$ cat src/design/ivg_consts.svh
`ifndef IVG_CONSTS_SVH
`define IVG_CONSTS_SVH
// Register byte addresses.
`define IVG_ADDR_PENDING 32'h80000028
`define IVG_ADDR_CONTROL 32'h80000040
`define IVG_ADDR_COND_STATUS 32'h80000044
`define IVG_ADDR_COND_MASK 32'h80000048
`define IVG_ADDR_COND_FLAGS 32'h8000004C
`define IVG_ADDR_DATA_REQ 32'h80000050
`define IVG_ADDR_DATA 32'h80000054
`define IVG_ADDR_VEC_BASE 32'h80000058
// Pending register field positions.
`define IVG_BIT_VIDEO 27
`define IVG_BIT_PIO_HI 23
`define IVG_BIT_PIO_LO 16
`define IVG_BIT_CH0 14
`define IVG_BIT_CH1 13
`define IVG_BIT_PDATA 12
`define IVG_BIT_PCOND 11
`define IVG_BIT_RXS 7
`define IVG_BIT_RXD 6
`define IVG_BIT_TXE 5
// Control register fields and condition layout.
`define IVG_CTL_DMA 0
`define IVG_CTL_DIR_RX 1
`define IVG_COND_NUM 10
`define IVG_COND_DEVINIT 1
// Reset values.
`define IVG_RST_ZERO 32'h00000000
`define IVG_RST_MASK 10'h000
// Fixed vector numbers.
`define IVG_VEC_ILLEGAL 8'h00
`define IVG_VEC_UNALIGNED 8'h01
`define IVG_VEC_RANGE 8'h02
`define IVG_VEC_PROTECT 8'h05
`define IVG_VEC_PERIPH 8'h06
`define IVG_VEC_MISS_BASE 8'h08
`define IVG_VEC_TIMER 8'h0E
`define IVG_VEC_TRACE 8'h0F
`define IVG_VEC_EXT0 8'h10
`define IVG_VEC_EXT2 8'h12
`define IVG_VEC_INTERNAL 8'h13
`define IVG_VEC_FPEXC 8'h16
`define IVG_VEC_EMU_D8 8'h18
`define IVG_VEC_EMU_E7 8'h27
`define IVG_VEC_EMU_INSTR 8'h1E
`define IVG_OP_D8 8'hD8
`define IVG_OP_DD 8'hDD
`define IVG_OP_E7 8'hE7
`define IVG_OP_E9 8'hE9
`endif

$ cat src/design/ivg_pkg.sv
package ivg_pkg;
  // Cause of an interrupt or trap being taken.
  typedef enum logic [3:0] {
    CAUSE_ILLEGAL = 4'h0,
    CAUSE_UNALIGNED = 4'h1,
    CAUSE_RANGE = 4'h2,
    CAUSE_PROTECT = 4'h3,
    CAUSE_PERIPH = 4'h4,
    CAUSE_MISS = 4'h5,
    CAUSE_TIMER = 4'h6,
    CAUSE_TRACE = 4'h7,
    CAUSE_EXT0 = 4'h8,
    CAUSE_EXT2 = 4'h9,
    CAUSE_INTERNAL = 4'hA,
    CAUSE_FPEXC = 4'hB,
    CAUSE_EMU_OPCODE = 4'hC,
    CAUSE_EMU_INSTR = 4'hD,
    CAUSE_INSTR_VEC = 4'hE
  } ivg_cause_t;
endpackage

$ cat src/design/ivg_cond_latch.sv
`timescale 1ns/1ps
`include "ivg_consts.svh"
module ivg_cond_latch (
  input wire logic pclk,
  input wire logic presetn,
  input wire logic [9:0] cond_event,
  input wire logic [9:0] cond_mask,
  input wire logic [9:0] clear_ones,
  input wire logic compat_mode,
  output logic [9:0] cond_status,
  output logic [9:0] cond_flags,
  output logic cond_any
);
  logic compat_d_reg;
  // -----------------------------------------------------------------
  // Condition latches
  // -----------------------------------------------------------------
  // Remember the compatibility mode level to see a return into it.
  always_ff @(posedge pclk or negedge presetn) begin
    if (!presetn) begin
      compat_d_reg <= 1'b1;
    end else begin
      compat_d_reg <= compat_mode;
    end
  end
  genvar i;
  generate
    for (i = 0; i < `IVG_COND_NUM; i++) begin : g_cond
      logic clr;
      logic st_reg;
      if (i == `IVG_COND_DEVINIT) begin : g_init
        assign clr = compat_mode & ~compat_d_reg;
      end else begin : g_norm
        assign clr = clear_ones[i];
      end
      // A new event wins over a clear in the same cycle.
      always_ff @(posedge pclk or negedge presetn) begin
        if (!presetn) begin
          st_reg <= 1'b0;
        end else if (cond_event[i]) begin
          st_reg <= 1'b1;
        end else if (clr) begin
          st_reg <= 1'b0;
        end
      end
      assign cond_status[i] = st_reg;
      assign cond_flags[i] = st_reg & cond_mask[i];
    end
  endgenerate
  // Any masked flag requests the combined condition interrupt.
  assign cond_any = |cond_flags;
endmodule

$ cat src/design/ivg_top.sv
`timescale 1ns/1ps
`include "ivg_consts.svh"


module ivg_top (
  input wire logic pclk,
  input wire logic presetn,
  input wire logic psel,
  input wire logic penable,
  input wire logic pwrite,
  input wire logic [31:0] paddr,
  input wire logic [31:0] pwdata,
  output logic [31:0] prdata,
  output logic pready,
  output logic pslverr,
  input wire logic video_irq,
  input wire logic [7:0] prog_io_irq_field,
  input wire logic channel0_transfer_irq,
  input wire logic channel1_transfer_irq,
  input wire logic serial_rx_status_irq,
  input wire logic serial_rx_data_irq,
  input wire logic serial_tx_empty_irq,
  input wire logic parport_byte_event,
  input wire logic [7:0] parport_rx_byte,
  input wire logic [9:0] parport_cond_event,
  input wire logic parport_compat_mode,
  output logic [7:0] parport_tx_byte,
  output logic parport_tx_load,
  output logic parport_rx_taken,
  output logic parport_dma_req,
  output logic internal_irq,
  input wire logic trap_take,
  input wire ivg_pkg::ivg_cause_t trap_cause,
  input wire logic [1:0] trap_miss_kind,
  input wire logic [7:0] trap_emu_opcode,
  input wire logic [4:0] trap_emu_instr,
  input wire logic [7:0] trap_instr_vector,
  input wire logic align_check_enable,
  output logic periph_trap,
  output logic vector_valid,
  output logic [7:0] vector_num,
  output logic [31:0] vector_addr
);
  // -----------------------------------------------------------------
  // Declarations
  // -----------------------------------------------------------------
  logic [31:0] prdata_reg;
  logic pready_reg;
  logic pslverr_reg;
  logic [31:0] pending_reg;
  logic cond_irq_reg;
  logic data_req_reg;
  logic [1:0] control_reg;
  logic [9:0] mask_reg;
  logic [31:0] vec_base_reg;

  logic [7:0] tx_byte_reg;
  logic tx_load_reg;
  logic rx_taken_reg;
  logic dma_req_reg;
  logic internal_irq_reg;
  logic periph_trap_reg;

  logic setup;
  logic access;
  logic wr;
  logic rd;
  logic mapped;
  logic [31:0] rdata_next;

  logic [9:0] cond_status;
  logic [9:0] cond_flags;
  logic cond_any;
  logic [9:0] cond_clear;
  logic data_access;
  logic data_req_clear;

  logic [31:0] pending_next;
  logic take_next;
  ivg_pkg::ivg_cause_t cause_next;

  logic vec_valid_reg;
  logic [7:0] vec_num_reg;
  logic [31:0] vec_addr_reg;

  // -----------------------------------------------------------------
  // APB slave decode
  // -----------------------------------------------------------------
  // Setup is the first cycle of a transfer, access the completing edge.
  assign setup = psel & ~penable;
  assign access = psel & penable & pready_reg;
  assign wr = access & pwrite;
  assign rd = access & ~pwrite;

  // Address decode of every register this block holds.
  always_comb begin
    mapped = 1'b1;
    case (paddr)
      `IVG_ADDR_PENDING: rdata_next = pending_reg;
      `IVG_ADDR_CONTROL: rdata_next = {30'h00000000, control_reg};
      `IVG_ADDR_COND_STATUS: rdata_next = {22'h000000, cond_status};
      `IVG_ADDR_COND_MASK: rdata_next = {22'h000000, mask_reg};
      `IVG_ADDR_COND_FLAGS: rdata_next = {22'h000000, cond_flags};
      `IVG_ADDR_DATA_REQ: rdata_next = {31'h00000000, data_req_reg};
      `IVG_ADDR_DATA: rdata_next = {24'h000000, parport_rx_byte};
      `IVG_ADDR_VEC_BASE: rdata_next = vec_base_reg;
      default: begin
        rdata_next = `IVG_RST_ZERO;
        mapped = 1'b0;
      end
    endcase
  end

  // Answer with no wait state: ready is raised for the access phase.
  always_ff @(posedge pclk or negedge presetn) begin
    if (!presetn) begin
      pready_reg <= 1'b0;
      pslverr_reg <= 1'b0;
      prdata_reg <= `IVG_RST_ZERO;
    end else begin
      pready_reg <= setup;
      pslverr_reg <= setup & ~mapped;
      if (setup) begin
        prdata_reg <= pwrite ? `IVG_RST_ZERO : rdata_next;
      end
    end
  end

  // An access to an address outside the map raises a trap pulse.
  always_ff @(posedge pclk or negedge presetn) begin
    if (!presetn) begin
      periph_trap_reg <= 1'b0;
    end else begin
      periph_trap_reg <= access & pslverr_reg;
    end
  end

  // -----------------------------------------------------------------
  // Software registers
  // -----------------------------------------------------------------
  // Control selects channel transfer and the active direction.
  always_ff @(posedge pclk or negedge presetn) begin
    if (!presetn) begin
      control_reg <= 2'h0;
    end else if (wr && paddr == `IVG_ADDR_CONTROL) begin
      control_reg <= pwdata[1:0];
    end
  end

  // Mask gating each parallel condition onto its flag.
  always_ff @(posedge pclk or negedge presetn) begin
    if (!presetn) begin
      mask_reg <= `IVG_RST_MASK;
    end else if (wr && paddr == `IVG_ADDR_COND_MASK) begin
      mask_reg <= pwdata[9:0];
    end
  end

  // Vector area base from which table entry addresses are formed.
  always_ff @(posedge pclk or negedge presetn) begin
    if (!presetn) begin
      vec_base_reg <= `IVG_RST_ZERO;
    end else if (wr && paddr == `IVG_ADDR_VEC_BASE) begin
      vec_base_reg <= pwdata;
    end
  end

  // -----------------------------------------------------------------
  // Parallel data transfer request
  // -----------------------------------------------------------------
  // Only the access matching the direction counts as servicing.
  always_comb begin
    data_access = 1'b0;
    if (paddr == `IVG_ADDR_DATA) begin
      if (control_reg[`IVG_CTL_DIR_RX]) begin
        data_access = rd;
      end else begin
        data_access = wr;
      end
    end
  end

  // Write-one clears from the status register or the pending bit.
  assign data_req_clear = data_access
    | (wr && paddr == `IVG_ADDR_DATA_REQ && pwdata[0])
    | (wr && paddr == `IVG_ADDR_PENDING && pwdata[`IVG_BIT_PDATA]);

  // A new byte event wins over a clear in the same cycle.
  always_ff @(posedge pclk or negedge presetn) begin
    if (!presetn) begin
      data_req_reg <= 1'b0;
    end else if (parport_byte_event) begin
      data_req_reg <= 1'b1;
    end else if (data_req_clear) begin
      data_req_reg <= 1'b0;
    end
  end

  // Byte handoff toward the port and the channel request.
  always_ff @(posedge pclk or negedge presetn) begin
    if (!presetn) begin
      tx_byte_reg <= 8'h00;
      tx_load_reg <= 1'b0;
      rx_taken_reg <= 1'b0;
      dma_req_reg <= 1'b0;
    end else begin
      tx_load_reg <= wr && paddr == `IVG_ADDR_DATA;
      rx_taken_reg <= rd && paddr == `IVG_ADDR_DATA;
      if (wr && paddr == `IVG_ADDR_DATA) begin
        tx_byte_reg <= pwdata[7:0];
      end
      dma_req_reg <= data_req_reg & control_reg[`IVG_CTL_DMA];
    end
  end

  // -----------------------------------------------------------------
  // Parallel control conditions
  // -----------------------------------------------------------------
  // Ones written to status or flag registers clear those conditions; condition 1 clears only on entry to compatibility mode.
  always_comb begin
    cond_clear = 10'h000;
    if (wr && (paddr == `IVG_ADDR_COND_STATUS || paddr == `IVG_ADDR_COND_FLAGS)) begin
      cond_clear = pwdata[9:0];
    end
  end

  ivg_cond_latch u_cond (
    .pclk(pclk),
    .presetn(presetn),
    .cond_event(parport_cond_event),
    .cond_mask(mask_reg),
    .clear_ones(cond_clear),
    .compat_mode(parport_compat_mode),
    .cond_status(cond_status),
    .cond_flags(cond_flags),
    .cond_any(cond_any)
  );

  // Combined bit is sticky and cleared only by its own write.
  always_ff @(posedge pclk or negedge presetn) begin
    if (!presetn) begin
      cond_irq_reg <= 1'b0;
    end else if (cond_any) begin
      cond_irq_reg <= 1'b1;
    end else if (wr && paddr == `IVG_ADDR_PENDING && pwdata[`IVG_BIT_PCOND]) begin
      cond_irq_reg <= 1'b0;
    end
  end

  // -----------------------------------------------------------------
  // Pending status
  // -----------------------------------------------------------------
  // Each bit follows its source level, the data bit only while channel transfer is off; reserved bits stay zero.
  always_comb begin
    pending_next = `IVG_RST_ZERO;
    pending_next[`IVG_BIT_VIDEO] = video_irq;
    pending_next[`IVG_BIT_PIO_HI:`IVG_BIT_PIO_LO] = prog_io_irq_field;
    pending_next[`IVG_BIT_CH0] = channel0_transfer_irq;
    pending_next[`IVG_BIT_CH1] = channel1_transfer_irq;
    pending_next[`IVG_BIT_PDATA] = data_req_reg & ~control_reg[`IVG_CTL_DMA];
    pending_next[`IVG_BIT_PCOND] = cond_irq_reg;
    pending_next[`IVG_BIT_RXS] = serial_rx_status_irq;
    pending_next[`IVG_BIT_RXD] = serial_rx_data_irq;
    pending_next[`IVG_BIT_TXE] = serial_tx_empty_irq;
  end

  // Pending register and the internal peripheral request line.
  always_ff @(posedge pclk or negedge presetn) begin
    if (!presetn) begin
      pending_reg <= `IVG_RST_ZERO;
      internal_irq_reg <= 1'b0;
    end else begin
      pending_reg <= pending_next;
      internal_irq_reg <= |pending_next;
    end
  end

  // -----------------------------------------------------------------
  // Vector generation
  // -----------------------------------------------------------------
  // An unsupported address trap takes over the cause in its cycle.
  always_comb begin
    take_next = trap_take | periph_trap_reg;
    cause_next = periph_trap_reg ? ivg_pkg::CAUSE_PERIPH : trap_cause;
  end

  ivg_vector u_vec (
    .pclk(pclk),
    .presetn(presetn),
    .take(take_next),
    .cause(cause_next),
    .miss_kind(trap_miss_kind),
    .emu_opcode(trap_emu_opcode),
    .emu_instr(trap_emu_instr),
    .instr_vector(trap_instr_vector),
    .align_check_enable(align_check_enable),
    .base(vec_base_reg),
    .vec_valid_reg(vec_valid_reg),
    .vec_num_reg(vec_num_reg),
    .vec_addr_reg(vec_addr_reg)
  );

  // -----------------------------------------------------------------
  // Outputs
  // -----------------------------------------------------------------
  assign prdata = prdata_reg;
  assign pready = pready_reg;
  assign pslverr = pslverr_reg;

  // Parallel port handoff.
  assign parport_tx_byte = tx_byte_reg;
  assign parport_tx_load = tx_load_reg;
  assign parport_rx_taken = rx_taken_reg;
  assign parport_dma_req = dma_req_reg;
  assign internal_irq = internal_irq_reg;

  // Trap and vector results.
  assign periph_trap = periph_trap_reg;
  assign vector_valid = vec_valid_reg;
  assign vector_num = vec_num_reg;
  assign vector_addr = vec_addr_reg;
endmodule

$ cat src/design/ivg_vector.sv
`timescale 1ns/1ps
`include "ivg_consts.svh"
module ivg_vector (
  input wire logic pclk,
  input wire logic presetn,
  input wire logic take,
  input wire ivg_pkg::ivg_cause_t cause,
  input wire logic [1:0] miss_kind,
  input wire logic [7:0] emu_opcode,
  input wire logic [4:0] emu_instr,
  input wire logic [7:0] instr_vector,
  input wire logic align_check_enable,
  input wire logic [31:0] base,
  output logic vec_valid_reg,
  output logic [7:0] vec_num_reg,
  output logic [31:0] vec_addr_reg
);
  logic [7:0] vec_next;
  logic ok_next;
  // -----------------------------------------------------------------
  // Vector number selection
  // -----------------------------------------------------------------
  always_comb begin
    vec_next = `IVG_VEC_ILLEGAL;
    ok_next = 1'b1;
    case (cause)
      ivg_pkg::CAUSE_ILLEGAL: vec_next = `IVG_VEC_ILLEGAL;
      ivg_pkg::CAUSE_UNALIGNED: begin
        vec_next = `IVG_VEC_UNALIGNED;
        ok_next = align_check_enable;
      end
      ivg_pkg::CAUSE_RANGE: vec_next = `IVG_VEC_RANGE;
      ivg_pkg::CAUSE_PROTECT: vec_next = `IVG_VEC_PROTECT;
      ivg_pkg::CAUSE_PERIPH: vec_next = `IVG_VEC_PERIPH;
      ivg_pkg::CAUSE_MISS: vec_next = `IVG_VEC_MISS_BASE + {6'h00, miss_kind};
      ivg_pkg::CAUSE_TIMER: vec_next = `IVG_VEC_TIMER;
      ivg_pkg::CAUSE_TRACE: vec_next = `IVG_VEC_TRACE;
      ivg_pkg::CAUSE_EXT0: vec_next = `IVG_VEC_EXT0;
      ivg_pkg::CAUSE_EXT2: vec_next = `IVG_VEC_EXT2;
      ivg_pkg::CAUSE_INTERNAL: vec_next = `IVG_VEC_INTERNAL;
      ivg_pkg::CAUSE_FPEXC: vec_next = `IVG_VEC_FPEXC;
      ivg_pkg::CAUSE_EMU_OPCODE: begin
        if (emu_opcode >= `IVG_OP_D8 && emu_opcode <= `IVG_OP_DD) begin
          vec_next = emu_opcode - `IVG_OP_D8 + `IVG_VEC_EMU_D8;
        end else if (emu_opcode >= `IVG_OP_E7 && emu_opcode <= `IVG_OP_E9) begin
          vec_next = emu_opcode - `IVG_OP_E7 + `IVG_VEC_EMU_E7;
        end else begin
          ok_next = 1'b0;
        end
      end
      ivg_pkg::CAUSE_EMU_INSTR: vec_next = `IVG_VEC_EMU_INSTR + {3'h0, emu_instr};
      ivg_pkg::CAUSE_INSTR_VEC: vec_next = instr_vector;
      default: ok_next = 1'b0;
    endcase
  end
  // Register the number and merge it into the vector area base.
  always_ff @(posedge pclk or negedge presetn) begin
    if (!presetn) begin
      vec_valid_reg <= 1'b0;
      vec_num_reg <= 8'h00;
      vec_addr_reg <= `IVG_RST_ZERO;
    end else begin
      vec_valid_reg <= take & ok_next;
      if (take & ok_next) begin
        vec_num_reg <= vec_next;
        vec_addr_reg <= {base[31:10], vec_next, base[1:0]};
      end
    end
  end
endmodule
$ cat config.mk
export PLATFORM = sky130hd
export DESIGN_NAME = ivg_top
export DESIGN_NICKNAME = d
export VERILOG_FILES = /design/src/design/ivg_pkg.sv /design/src/design/ivg_cond_latch.sv /design/src/design/ivg_top.sv /design/src/design/ivg_vector.sv
export VERILOG_INCLUDE_DIRS = /design/src /design/src/design
export SDC_FILE = /design/constraint.sdc
export NUM_CORES = 1
export LEC_CHECK = 0
export BUFFER_PORTS_ARGS = -buffer_cell sky130_fd_sc_hd__buf_2
export CELL_PAD_IN_SITES_DETAIL_PLACEMENT = 0
export CELL_PAD_IN_SITES_GLOBAL_PLACEMENT = 1
export CORE_UTILIZATION = 40
export CTS_CLUSTER_DIAMETER = 60
export DETAILED_ROUTE_END_ITERATION = 12
export PLACE_DENSITY_LB_ADDON = 0.1
export SETUP_SLACK_MARGIN = 0.2
export SLEW_MARGIN = 15
export SYNTH_ARGS = -nofsm -noshare
export SYNTH_HDL_FRONTEND = slang
export SYNTH_SLANG_ARGS = --single-unit
$ cat constraint.sdc
create_clock -name pclk -period 2.8 [get_ports pclk]
set_input_delay 0.14 -clock pclk [delete_from_list [all_inputs] [get_ports pclk]]
set_output_delay 0.14 -clock pclk [all_outputs]
set_load 0.05 [all_outputs]
# [After elaboration in Yosys (flattened, before gate mapping)]
# Cells that the tools add are included.
[op_classes] n_bitwise=29 eq_ne=22 n_lt_le_gt_ge=4 reduce_logical=31 muxes=37 addsub=6
[ops] cell="equality test 32 bit, second input constant" n=8
[ops] cell="case mux 32 bit (8 select lines)" n=1
[ops] cell="case mux 8 bit (14 select lines)" n=1
[ops] cell="two-way mux 32 bit" n=1
[ops] cell="two-way mux 1 bit" n=29
[ops] cell="equality test 4 bit, second input constant" n=7
[ops] cell="nonzero test 2 bit" n=12
[ops] cell="AND 1 bit" n=21
[ops] cell="equality test 4 x 3 -> 1 bit, second input constant" n=4
[ops] cell="greater-or-equal comparator 8 bit, second input constant" n=2
[ops] cell="less-or-equal comparator 8 bit, second input constant" n=2
[ops] cell="two-way mux 8 bit" n=2
[ops] cell="OR reduction 16 bit" n=1
[ops] cell="subtractor 8 bit, second input constant" n=2
[ops] cell="logical AND 1 bit" n=13
[ops] cell="OR reduction 13 bit" n=1
[ops] cell="two-way mux 10 bit" n=1
[ops] cell="OR reduction 10 bit" n=1
[ops] cell="adder 8 x 5 -> 8 bit, second input constant" n=1
[ops] cell="adder 8 x 6 -> 8 bit, second input constant" n=1
[ops] cell="equality test 4 x 2 -> 1 bit, second input constant" n=2
[ops] cell="OR reduction 8 bit" n=1
[ops] cell="adder 5 x 5 -> 6 bit, first input constant" n=1
[ops] cell="adder 4 x 2 -> 5 bit, first input constant" n=1
[ops] cell="7 further kinds" n=13
[totals] word_cells=158 reg_bits=161 output_inout_bits=88

# [Longest topological paths before layout]
# Gate-level depths: netlist (run 1).
[depth] depth_word=9 depth_mapped=8 depth_no_buf=6

# [Cells and area by module]
# A second synthesis (run 1) with hierarchy kept.
[unflattened] hier_cells=589 hier_area_um2=7377.1
[by_module_without_submodules] module="ivg_top" seq_area_each_um2=2727.6 instances=1 cells_per_inst=384 area_each_um2=4968.5
[by_module_without_submodules] module="ivg_vector" seq_area_each_um2=825.8 instances=1 cells_per_inst=149 area_each_um2=1836.8
[by_module_without_submodules] module="ivg_cond_latch" seq_area_each_um2=276.5 instances=1 cells_per_inst=56 area_each_um2=571.8

# [Worst setup path before layout (run 1)]
# OpenSTA, ideal clock, no wires.
[synth_path] path_type="flip-flop to flip-flop" startpoint="register periph_trap_reg, in the netlist periph_trap" endpoint="register u_vec.vec_addr_reg[11]" slack_ps=447 t_arrival_ps=2228 stages_incl_launch_ff=8 synth_period_minus_slack_ps=2353 setup_ps=125 required_time_ps=2675 path_cell_list="dfrtp_1 -> nand3b_1 -> or4b_1 -> a21o_1 -> and2_1 -> buf_6 -> buf_12 -> mux2_4"
[synth_between] elab_chain_cells=5 elab_cells_between_ends=20 cone_classes="14 x eq/ne; 2 x mux; 2 x bitwise; 2 x reduce/logical"
[synth_lines] element="start, declared" line="ivg_top.sv:62" source="logic periph_trap_reg;"
[synth_lines] element="start signal, assigned" line="ivg_top.sv:134" source="periph_trap_reg <= access & pslverr_reg;"
[synth_lines] element="two-way mux 4 bit" line="ivg_top.sv:284" source="cause_next = periph_trap_reg ? ivg_pkg::CAUSE_PERIPH : trap_cause;"
[synth_lines] element="equality test 4 x 2 -> 1 bit, or another cell as far along" line="ivg_vector.sv:26" source="case (cause)"
[synth_lines] element="OR reduction 13 bit (no line)"
[synth_lines] element="case mux 1 bit (3 select lines)" line="ivg_vector.sv:26"
[synth_lines] element="AND 1 bit *" line="ivg_vector.sv:64" source="if (take & ok_next) begin"
[synth_lines] element="end signal, assigned" line="ivg_vector.sv:61" source="vec_addr_reg <= `IVG_RST_ZERO;"
[synth_lines] element="end signal, assigned" line="ivg_vector.sv:66" source="vec_addr_reg <= {base[31:10], vec_next, base[1:0]};"
[synth_lines] element="end, declared" line="ivg_vector.sv:16" source="output logic [31:0] vec_addr_reg"
# Every way passes the cells marked *; elsewhere a longest branch is shown, timed or not.
# A chain may end at the register's enable or synchronous reset.

# [Final worst setup path (run 1)]
[layout_path] startpoint="register periph_trap_reg, in the netlist periph_trap" endpoint="register u_vec.vec_addr_reg[12]"
# Same word-level chain as after synthesis.

==> results of run 1 <==
==> metrics by stage <==
stage | utilization, % | setup slack, ns | total power, mW
final | 55.0 | 0.573 | 5.15
after global routing | 55.0 | 0.513 | 5.35
after CTS | 55.0 | 0.573 | 5.21
after detailed placement | 48.3 | 0.357 | 2.79
after global placement | 48.3 | 0.368 | 2.78
after floorplan | - | 0.447 | 2.57
==> where the power goes <==
group / total, mW / internal (mW) / switching, mW
clock: 2.35 / 1.35 / 1.00
combinational: 0.541 / 0.213 / 0.328
sequential: 2.26 / 2.24 / 0.0192
total: 5.15 / 3.80 / 1.35
==> how the worst min path moves through the flow <==
stage	from	to	depth (start not counted)
after floorplan	presetn	cond_irq_reg	0
after global placement	presetn	u_vec.vec_addr_reg[25]	1
after detailed placement	presetn	u_vec.vec_addr_reg[25]	1
after CTS	pwdata[8]	vec_base_reg[8]	2
after global routing	pwdata[8]	mask_reg[8]	2
final	pwdata[8]	mask_reg[8]	2
==> logic make-up after synthesis <==
group	after synthesis	share of synthesized area, %
flops	153	54.7
buf+inv	52	4.20
fa+ha+maj	2	0.357
xor+xnor	3	0.375
simple gates	148	11.9
mux	80	13.9
compound gates	134	14.6
==> Yosys cell counts, types with 3 or more instances <==
cell type  instances  share of area, %
buf_4             12               1.3
mux2_4            21               4.5
nand4b_1           3              0.38
nor4_1             7              0.62
and2_1             6              0.54
nand2b_1           7              0.62
a221o_1            3              0.43
dfrtp_1          152                54
nand2_1           48               2.6
a22oi_1            8              0.86
clkbuf_1          20               1.1
a21o_1            13               1.4
mux2_2            57               9.2
o21ai_0           18               1.3
a22o_1            36               4.5
nand4_1            5              0.45
inv_1             10              0.54
buf_2              5              0.36
nor2_1            18              0.96
nor2b_1            6              0.54
nand3_1           17               1.2
o22ai_1            7              0.62
a211o_1            4              0.50
a221oi_1           5              0.62
a21oi_1           16               1.1
nor3b_1            4              0.43
and3_1             3              0.27
o211ai_1           4              0.43
nor3_1             6              0.43
==> repair_timing <==
item | 4_1_cts | 5_1_grt
endpoints found under the setup margin | 0 | 0
hold buffers | 55 | 0
setup buffers | 0 | 0
endpoints found under the hold margin | 133 | 0
==> metal layers <==
layer	track usage [%]	part of all wire, %	routed length [um]
met3	4.61	5.3	1040
met1	29.8	44	8670
met4	6.49	0.92	182
met2	38.1	50	9820
met5	0	0	0
==> cell usage in the layout (no fill, tap or decap), types with 5 or more instances in the layout <==
master and count:
a22oi_1 8, buf_4 12, o22ai_1 7, mux2_2 57, nor2_1 18, and2_1 5
mux2_4 21, a21o_1 13, nand3_1 17, buf_2 218, inv_1 10, nand2_1 48
nor3_1 6, o21ai_0 18, dlygate4sd3_1 55, clkbuf_16 17, a22o_1 36, nor2b_1 6
a221oi_1 5, nand2b_1 6, a21oi_1 16, dfrtp_1 152, nand4_1 5, nor4_1 7
==> worst max-delay path: cells and delay by family, from the launching register on <==
| kind | cells | cell delay (ns) |
|---|---|---|
| DFF | 1 | 0.46 |
| buffers and inverters | 1 | 0.18 |
| and+or+nand+nor | 3 | 0.94 |
| muxes | 1 | 0.32 |
| AOI/OAI and AO/OA | 1 | 0.18 |
==> layout make-up <==
| cell class | count | area share (%) |
|---|---|---|
| clock inverters | 15 | 1.92 |
| inverters | 10 | 0.397 |
| repair buffers | 289 | 19.1 |
| well taps | 225 | 2.98 |
| clock buffers | 17 | 4.50 |
| flip-flops and latches | 153 | 40.5 |
| multi-input cells | 367 | 30.6 |
==> impl_summary.log, run 1 <==
INFO  metric run_status = finished clean
INFO  metric rsz_0062_raised_after_global_routing = false
INFO  metric cts.reportedPaths.clkPinSlew = 0.06 ns
INFO  metric drive_gt1_share = between 40% and 50%
INFO  metric flop_and_latch_count_out_of_synthesis = 153
INFO  metric ys_seq_area_share = 54.7%
INFO  metric crit_arrival = roughly 2.5 ns
INFO  metric dr_iter_0_viols = 280
INFO  metric number_of_pins_with_negative_max_slew_slack_in_the_final_report = 0
INFO  metric boundaryPins = 220
INFO  metric synth.cell_area = about 7000 um2
INFO  metric cts.htree.levels = 4
INFO  metric ctsResizeCount = 0
INFO  metric synth_edf_count = 0
INFO  metric worstSetupPathType = flip-flop to flip-flop
INFO  metric maxcap_violations = 0
INFO  metric critical_path_cell_sequence = nand3b_1, or4b_1, a21o_1, and2_2, buf_12, mux2_4
INFO  metric layout.cell_area.non_filler = about 9400 um2
INFO  metric cts-root-buf = clkbuf_16
INFO  metric synth.yosys.warnings = 0
INFO  metric slowest_delay = 0.49 ns
INFO  metric setup_slack_reg_to_reg = ~0.57 ns
INFO  metric antenna_cells_inserted = 0
INFO  metric avgSynthCellArea = 12.3 um2
INFO  metric power_density = 545 nW/um2
INFO  metric period_share = between 70% and 80%
INFO  metric wire_length_after_detailed_routing = 19700 um
INFO  metric setup.worst_path.end_class = flip-flop
INFO  metric die_height = around 130 um
INFO  metric fin_hold_ws = approximately 0.021 ns
INFO  metric timing.setup.tns = 0 ns
INFO  metric static-leakage-power = roughly 4.7 nW
INFO  metric worstSetupEndpoint = u_vec.vec_addr_reg[12]
INFO  metric grt_start_max_net_pins = just over 70
INFO  metric antenna_violating_nets_post_route = 0
INFO  metric cts_max_path_buffers = 2
INFO  metric input_output_buffers = 219
INFO  metric multi_input_logic_area = 2890 um2
INFO  metric dr_total_vias = 5678
INFO  metric ys_async_sr_fraction = between 90% and 100%
INFO  metric grt.overflow.total = 0
INFO  metric drc_errors = 0
INFO  metric dr.pass1.iters = 5
INFO  metric slew-limit-headroom = 53.0%
INFO  metric ir_drop = 0.435 mV
INFO  metric hold_path_class = input pin to flip-flop
INFO  metric die_outline_area = 18100 um2
INFO  metric fin_cells = 1076
INFO  metric synth_nets = 706
INFO  metric reg2reg_depth = 6
INFO  metric insertion_delay = 0.43 ns
INFO  metric numCtsBuffers = 17
INFO  metric synth_top_flop_cell = dfrtp_1
INFO  metric worst_setup_path_startpoint = periph_trap
INFO  metric critical_path.reg2reg.endpoint = u_vec.vec_addr_reg[12]
INFO  metric cp-start-kind = flip-flop
INFO  metric max_freq = 449 MHz
INFO  metric layout_min_cycle_time = 2.23 ns
INFO  metric row_count = 48
INFO  metric post-place-cells = 989
INFO  metric floorplan.initialDensity = 40.8%
INFO  metric tritoncts_num_sinks = 153
INFO  metric antenna_violations_before_repair = 0
INFO  metric setup_viol_count_final = 0
INFO  metric worstMarginPinSlew = 0.706 ns
INFO  metric worst_ep_required_time = a little over 3 ns
INFO  metric crit_path_max_fanout = 33
INFO  metric wire_length_of_the_first_global_routing_pass = 31100 um
INFO  metric grt_pass1_vias = roughly 5800
INFO  metric placeableCoreArea = 17200 um2
INFO  metric netlist_cell_types = 70
INFO  metric synth_to_final_area_change = 34.8%
INFO  metric avgRoutedWirePerCell = around 18 um
INFO  metric register_area = 3830 um2
INFO  metric post-dp-hpwl = 14400 um
INFO  metric via_cell_ratio = 5.28
INFO  metric final_weighted_congestion_in_routability_driven_placement = about 0.85
INFO  metric gr-usage-all-layers = 22.8%
INFO  metric tritoncts = built
INFO  metric nets = 972
INFO  metric post_dp_cell_area = between 8000 and 9000 um2
INFO  metric width_of_the_die = 134 um
INFO  metric cpMaxStageDelayCell = or4b_1
INFO  metric hold_violations = 0
INFO  metric timing.rr.start = periph_trap
INFO  metric clock-skew-final = 0.0158 ns
INFO  metric fill_cells = 1555
INFO  metric synthCells = 572
No activity file was read; power rests on OpenSTA's default activity.
==> run 2, diff against run 1 <==
--- a/config.mk
+++ b/config.mk
@@ -9,7 +9,7 @@
 export BUFFER_PORTS_ARGS = -buffer_cell sky130_fd_sc_hd__buf_2
 export CELL_PAD_IN_SITES_DETAIL_PLACEMENT = 0
 export CELL_PAD_IN_SITES_GLOBAL_PLACEMENT = 1
-export CORE_UTILIZATION = 40
+export CORE_UTILIZATION = 36
 export CTS_CLUSTER_DIAMETER = 60
 export DETAILED_ROUTE_END_ITERATION = 12
 export PLACE_DENSITY_LB_ADDON = 0.1
==> constraint.sdc (replaced) <==
create_clock -name pclk -period 1.95 [get_ports pclk]
set_input_delay 0.0975 -clock pclk [delete_from_list [all_inputs] [get_ports pclk]]
set_output_delay 0.0975 -clock pclk [all_outputs]
set_load 0.05 [all_outputs]
==> run 2 against run 1 <==
Effect of this change: the flow now finishes with violations (negative setup slack); worst setup slack worse by 0.62 ns; sequential share of layout area down 2.8 points; total power up 40%; count of clock-buffer cells in the layout unchanged; first-iteration DRC count up 38%; routed wire length up 5.8%; cell count up 7.5%; sequential power up 43%; critical endpoint is now u_vec.vec_addr_reg[23]; largest power group is now sequential cells.
==> impl_summary.log, run 2 (synthesized netlist as in run 1, its figures left out) <==
INFO  metric boundaryPins = 220
INFO  metric crit_arrival = 2.30 ns
INFO  metric final_weighted_congestion_in_routability_driven_placement = about 0.85
INFO  metric antenna_violations_before_repair = 0
INFO  metric static-leakage-power = 5.00 nW
INFO  metric ir_drop = 0.620 mV
INFO  metric grt.overflow.total = 0
INFO  metric hold_path_class = input pin to flip-flop
INFO  metric power.share.clock = 43.2%
INFO  metric numCtsBuffers = 17
INFO  metric cell_family_with_most_cp_delay = simple AND/OR/NAND/NOR gates
INFO  metric seq_power_share = roughly 45%
INFO  metric floorplan.initialDensity = 37.1%
INFO  metric synth_to_final_area_change = 45.0%
INFO  metric tritoncts_num_sinks = 153
INFO  metric critical_path.reg2reg.endpoint = u_vec.vec_addr_reg[23]
INFO  metric dr_iter_0_viols = 386
INFO  metric cp-start-kind = flip-flop
INFO  metric finish.utilization = 53.8%
INFO  metric slew-limit-headroom = 66.2%
INFO  metric cpMaxStageDelayCell = or4b_1
INFO  metric via_cell_ratio = 5.01
INFO  metric tritoncts = built
INFO  metric finalWorstSetupSlack = -0.0451 ns
INFO  metric setup_slack_reg_to_reg = -0.05 ns
INFO  metric worstMarginPinSlew = 0.501 ns
INFO  metric antenna_cells_inserted = 0
INFO  metric grt_start_max_net_pins = 48
INFO  metric wire_length_after_detailed_routing = 20900 um
INFO  metric cts_max_path_buffers = 2
INFO  metric worstSetupPathType = flip-flop to flip-flop
INFO  metric placeableCoreArea = 18900 um2
INFO  metric dp_worst_slack = -0.533 ns
INFO  metric drive_gt1_share = between 40% and 50%
INFO  metric grt_pass1_vias = 5902
INFO  metric rsz_0062_raised_after_global_routing = true
INFO  metric violations = negative setup slack
INFO  metric gr-usage-all-layers = between 20% and 30%
INFO  metric power_density = 711 nW/um2
INFO  metric cts.htree.levels = 4
INFO  metric power.switching = about 2 mW
INFO  metric p_sw_share = 27.2%
INFO  metric die_height = 142 um
INFO  metric cts.reportedPaths.clkPinSlew = 0.07 ns
INFO  metric die_outline_area = 20000 um2
INFO  metric input_output_buffers = 219
INFO  metric avgRoutedWirePerCell = 18.0 um
INFO  metric nets = 1018
INFO  metric hold_path_startpoint = pwdata[0]
INFO  metric max_freq = 501 MHz
INFO  metric critPathBufInv = 1
INFO  metric timing.rr.start = periph_trap
INFO  metric layout_min_cycle_time = roughly 2 ns
INFO  metric wire_length_of_the_first_global_routing_pass = 32300 um
INFO  metric mostFrequentLayoutCell = buf_2
INFO  metric reg2reg_depth = 6
INFO  metric period_share = 102%
INFO  metric hold_violations = 0
INFO  metric insertion_delay = 0.43 ns
INFO  metric row_count = 50
INFO  metric run_status = finished with violations
INFO  metric cts-root-buf = clkbuf_16
INFO  metric design_internal_power = 5.26 mW
INFO  metric dr.pass1.iters = 5
INFO  metric post-dp-hpwl = approximately 15000 um
INFO  metric width_of_the_die = 142 um
INFO  metric worst_ep_required_time = 2.25 ns
INFO  metric drc_errors = 0
INFO  metric combPwrFrac = 11.9%
INFO  metric whs_path_depth = 2
INFO  metric hold_crit_endpoint = vec_base_reg[0]
INFO  metric crit_path_max_fanout = 14
INFO  metric clock-skew-final = 0.00994 ns
INFO  metric maxcap_violations = 0
INFO  metric most_frequent_cells_in_the_layout = buf_2 (218), dfrtp_1 (150), mux2_4 (61), dlygate4sd3_1 (59), nand2_1 (47)
INFO  metric number_of_pins_with_negative_max_slew_slack_in_the_final_report = 0
INFO  metric slowest_delay = 0.49 ns
INFO  metric critical_path_cell_sequence = nand3b_1, or4b_1, a21o_1, and2_4, buf_12, mux2_4
INFO  metric antenna_violating_nets_post_route = 0
INFO  metric setup_viol_count_final = 22
INFO  metric dr_total_vias = about 5800
INFO  metric setup.worst_path.end_class = flip-flop
==> run 2: worst reg2reg max path, delay by kind of cell (launching register included) <==
family          cells  cell delay, ns
compound gates      1            0.18
buf+inv             1            0.17
flops               1            0.40
mux                 1            0.30
simple gates        3            0.84
==> run 2: repair_timing <==
item	4_1_cts	5_1_grt
pin swaps	2	3
hold buffers	59	0
gates resized for setup	6	20
endpoints found under the hold margin	207	0
setup buffers	5	5
setup endpoints to repair	95	71
gates cloned	3	0
==> run 2: metal layers <==
layer	GRT usage, %	up-vias	part of all wire (%)	wire, um
li1	-	2735	-	-
met1	27.8	2841	44	9170
met2	35.6	202	49	10300
met3	4.32	20	4.8	999
met4	7.02	0	1.7	364
met5	0	-	0	0
==> run 2: worst max path at each step <==
stage,from,end,depth (start not counted)
2_1_floorplan,periph_trap,u_vec.vec_addr_reg[11],7
3_3_place_gp,paddr[7],parport_rx_taken,8
3_5_place_dp,paddr[7],parport_rx_taken,8
4_1_cts,periph_trap,u_vec.vec_addr_reg[8],6
5_1_grt,periph_trap,u_vec.vec_addr_reg[23],6
6_report,periph_trap,u_vec.vec_addr_reg[23],6
==> run 2: per-stage QoR <==
step	hold slack [ns]	setup TNS, ns	cells	power (mW)	area, um2
5_1_grt	0.00265	-1.95	1157	7.54	10200
6_report	0.0186	-0.597	1157	7.22	10200
4_1_cts	0.000983	-0.629	1152	7.30	10100
3_3_place_gp	0.0338	-24.77	1053	4.04	8750
3_5_place_dp	0.0385	-28.17	1053	4.04	8750
2_1_floorplan	-0.198	-7.86	572	3.70	7200
==> run 2: final cells by class <==
cell class,count,area [um2]
fillers,1711,8730
flip-flops and latches,153,3830
multi-input cells,367,3100
repair buffers,335,2310
clock buffers,17,425
well taps,260,325
clock inverters,15,133
inverters,10,37.5
==> run 2: power groups by stage <==
stage                     registers, mW  logic, mW  clock network, mW
after detailed placement           3.30      0.742                  0
final                              3.24      0.858               3.12
after global routing               3.24      0.925               3.37
after CTS                          3.24      0.857               3.20
after global placement             3.30      0.737                  0
after floorplan                    3.38      0.326                  0
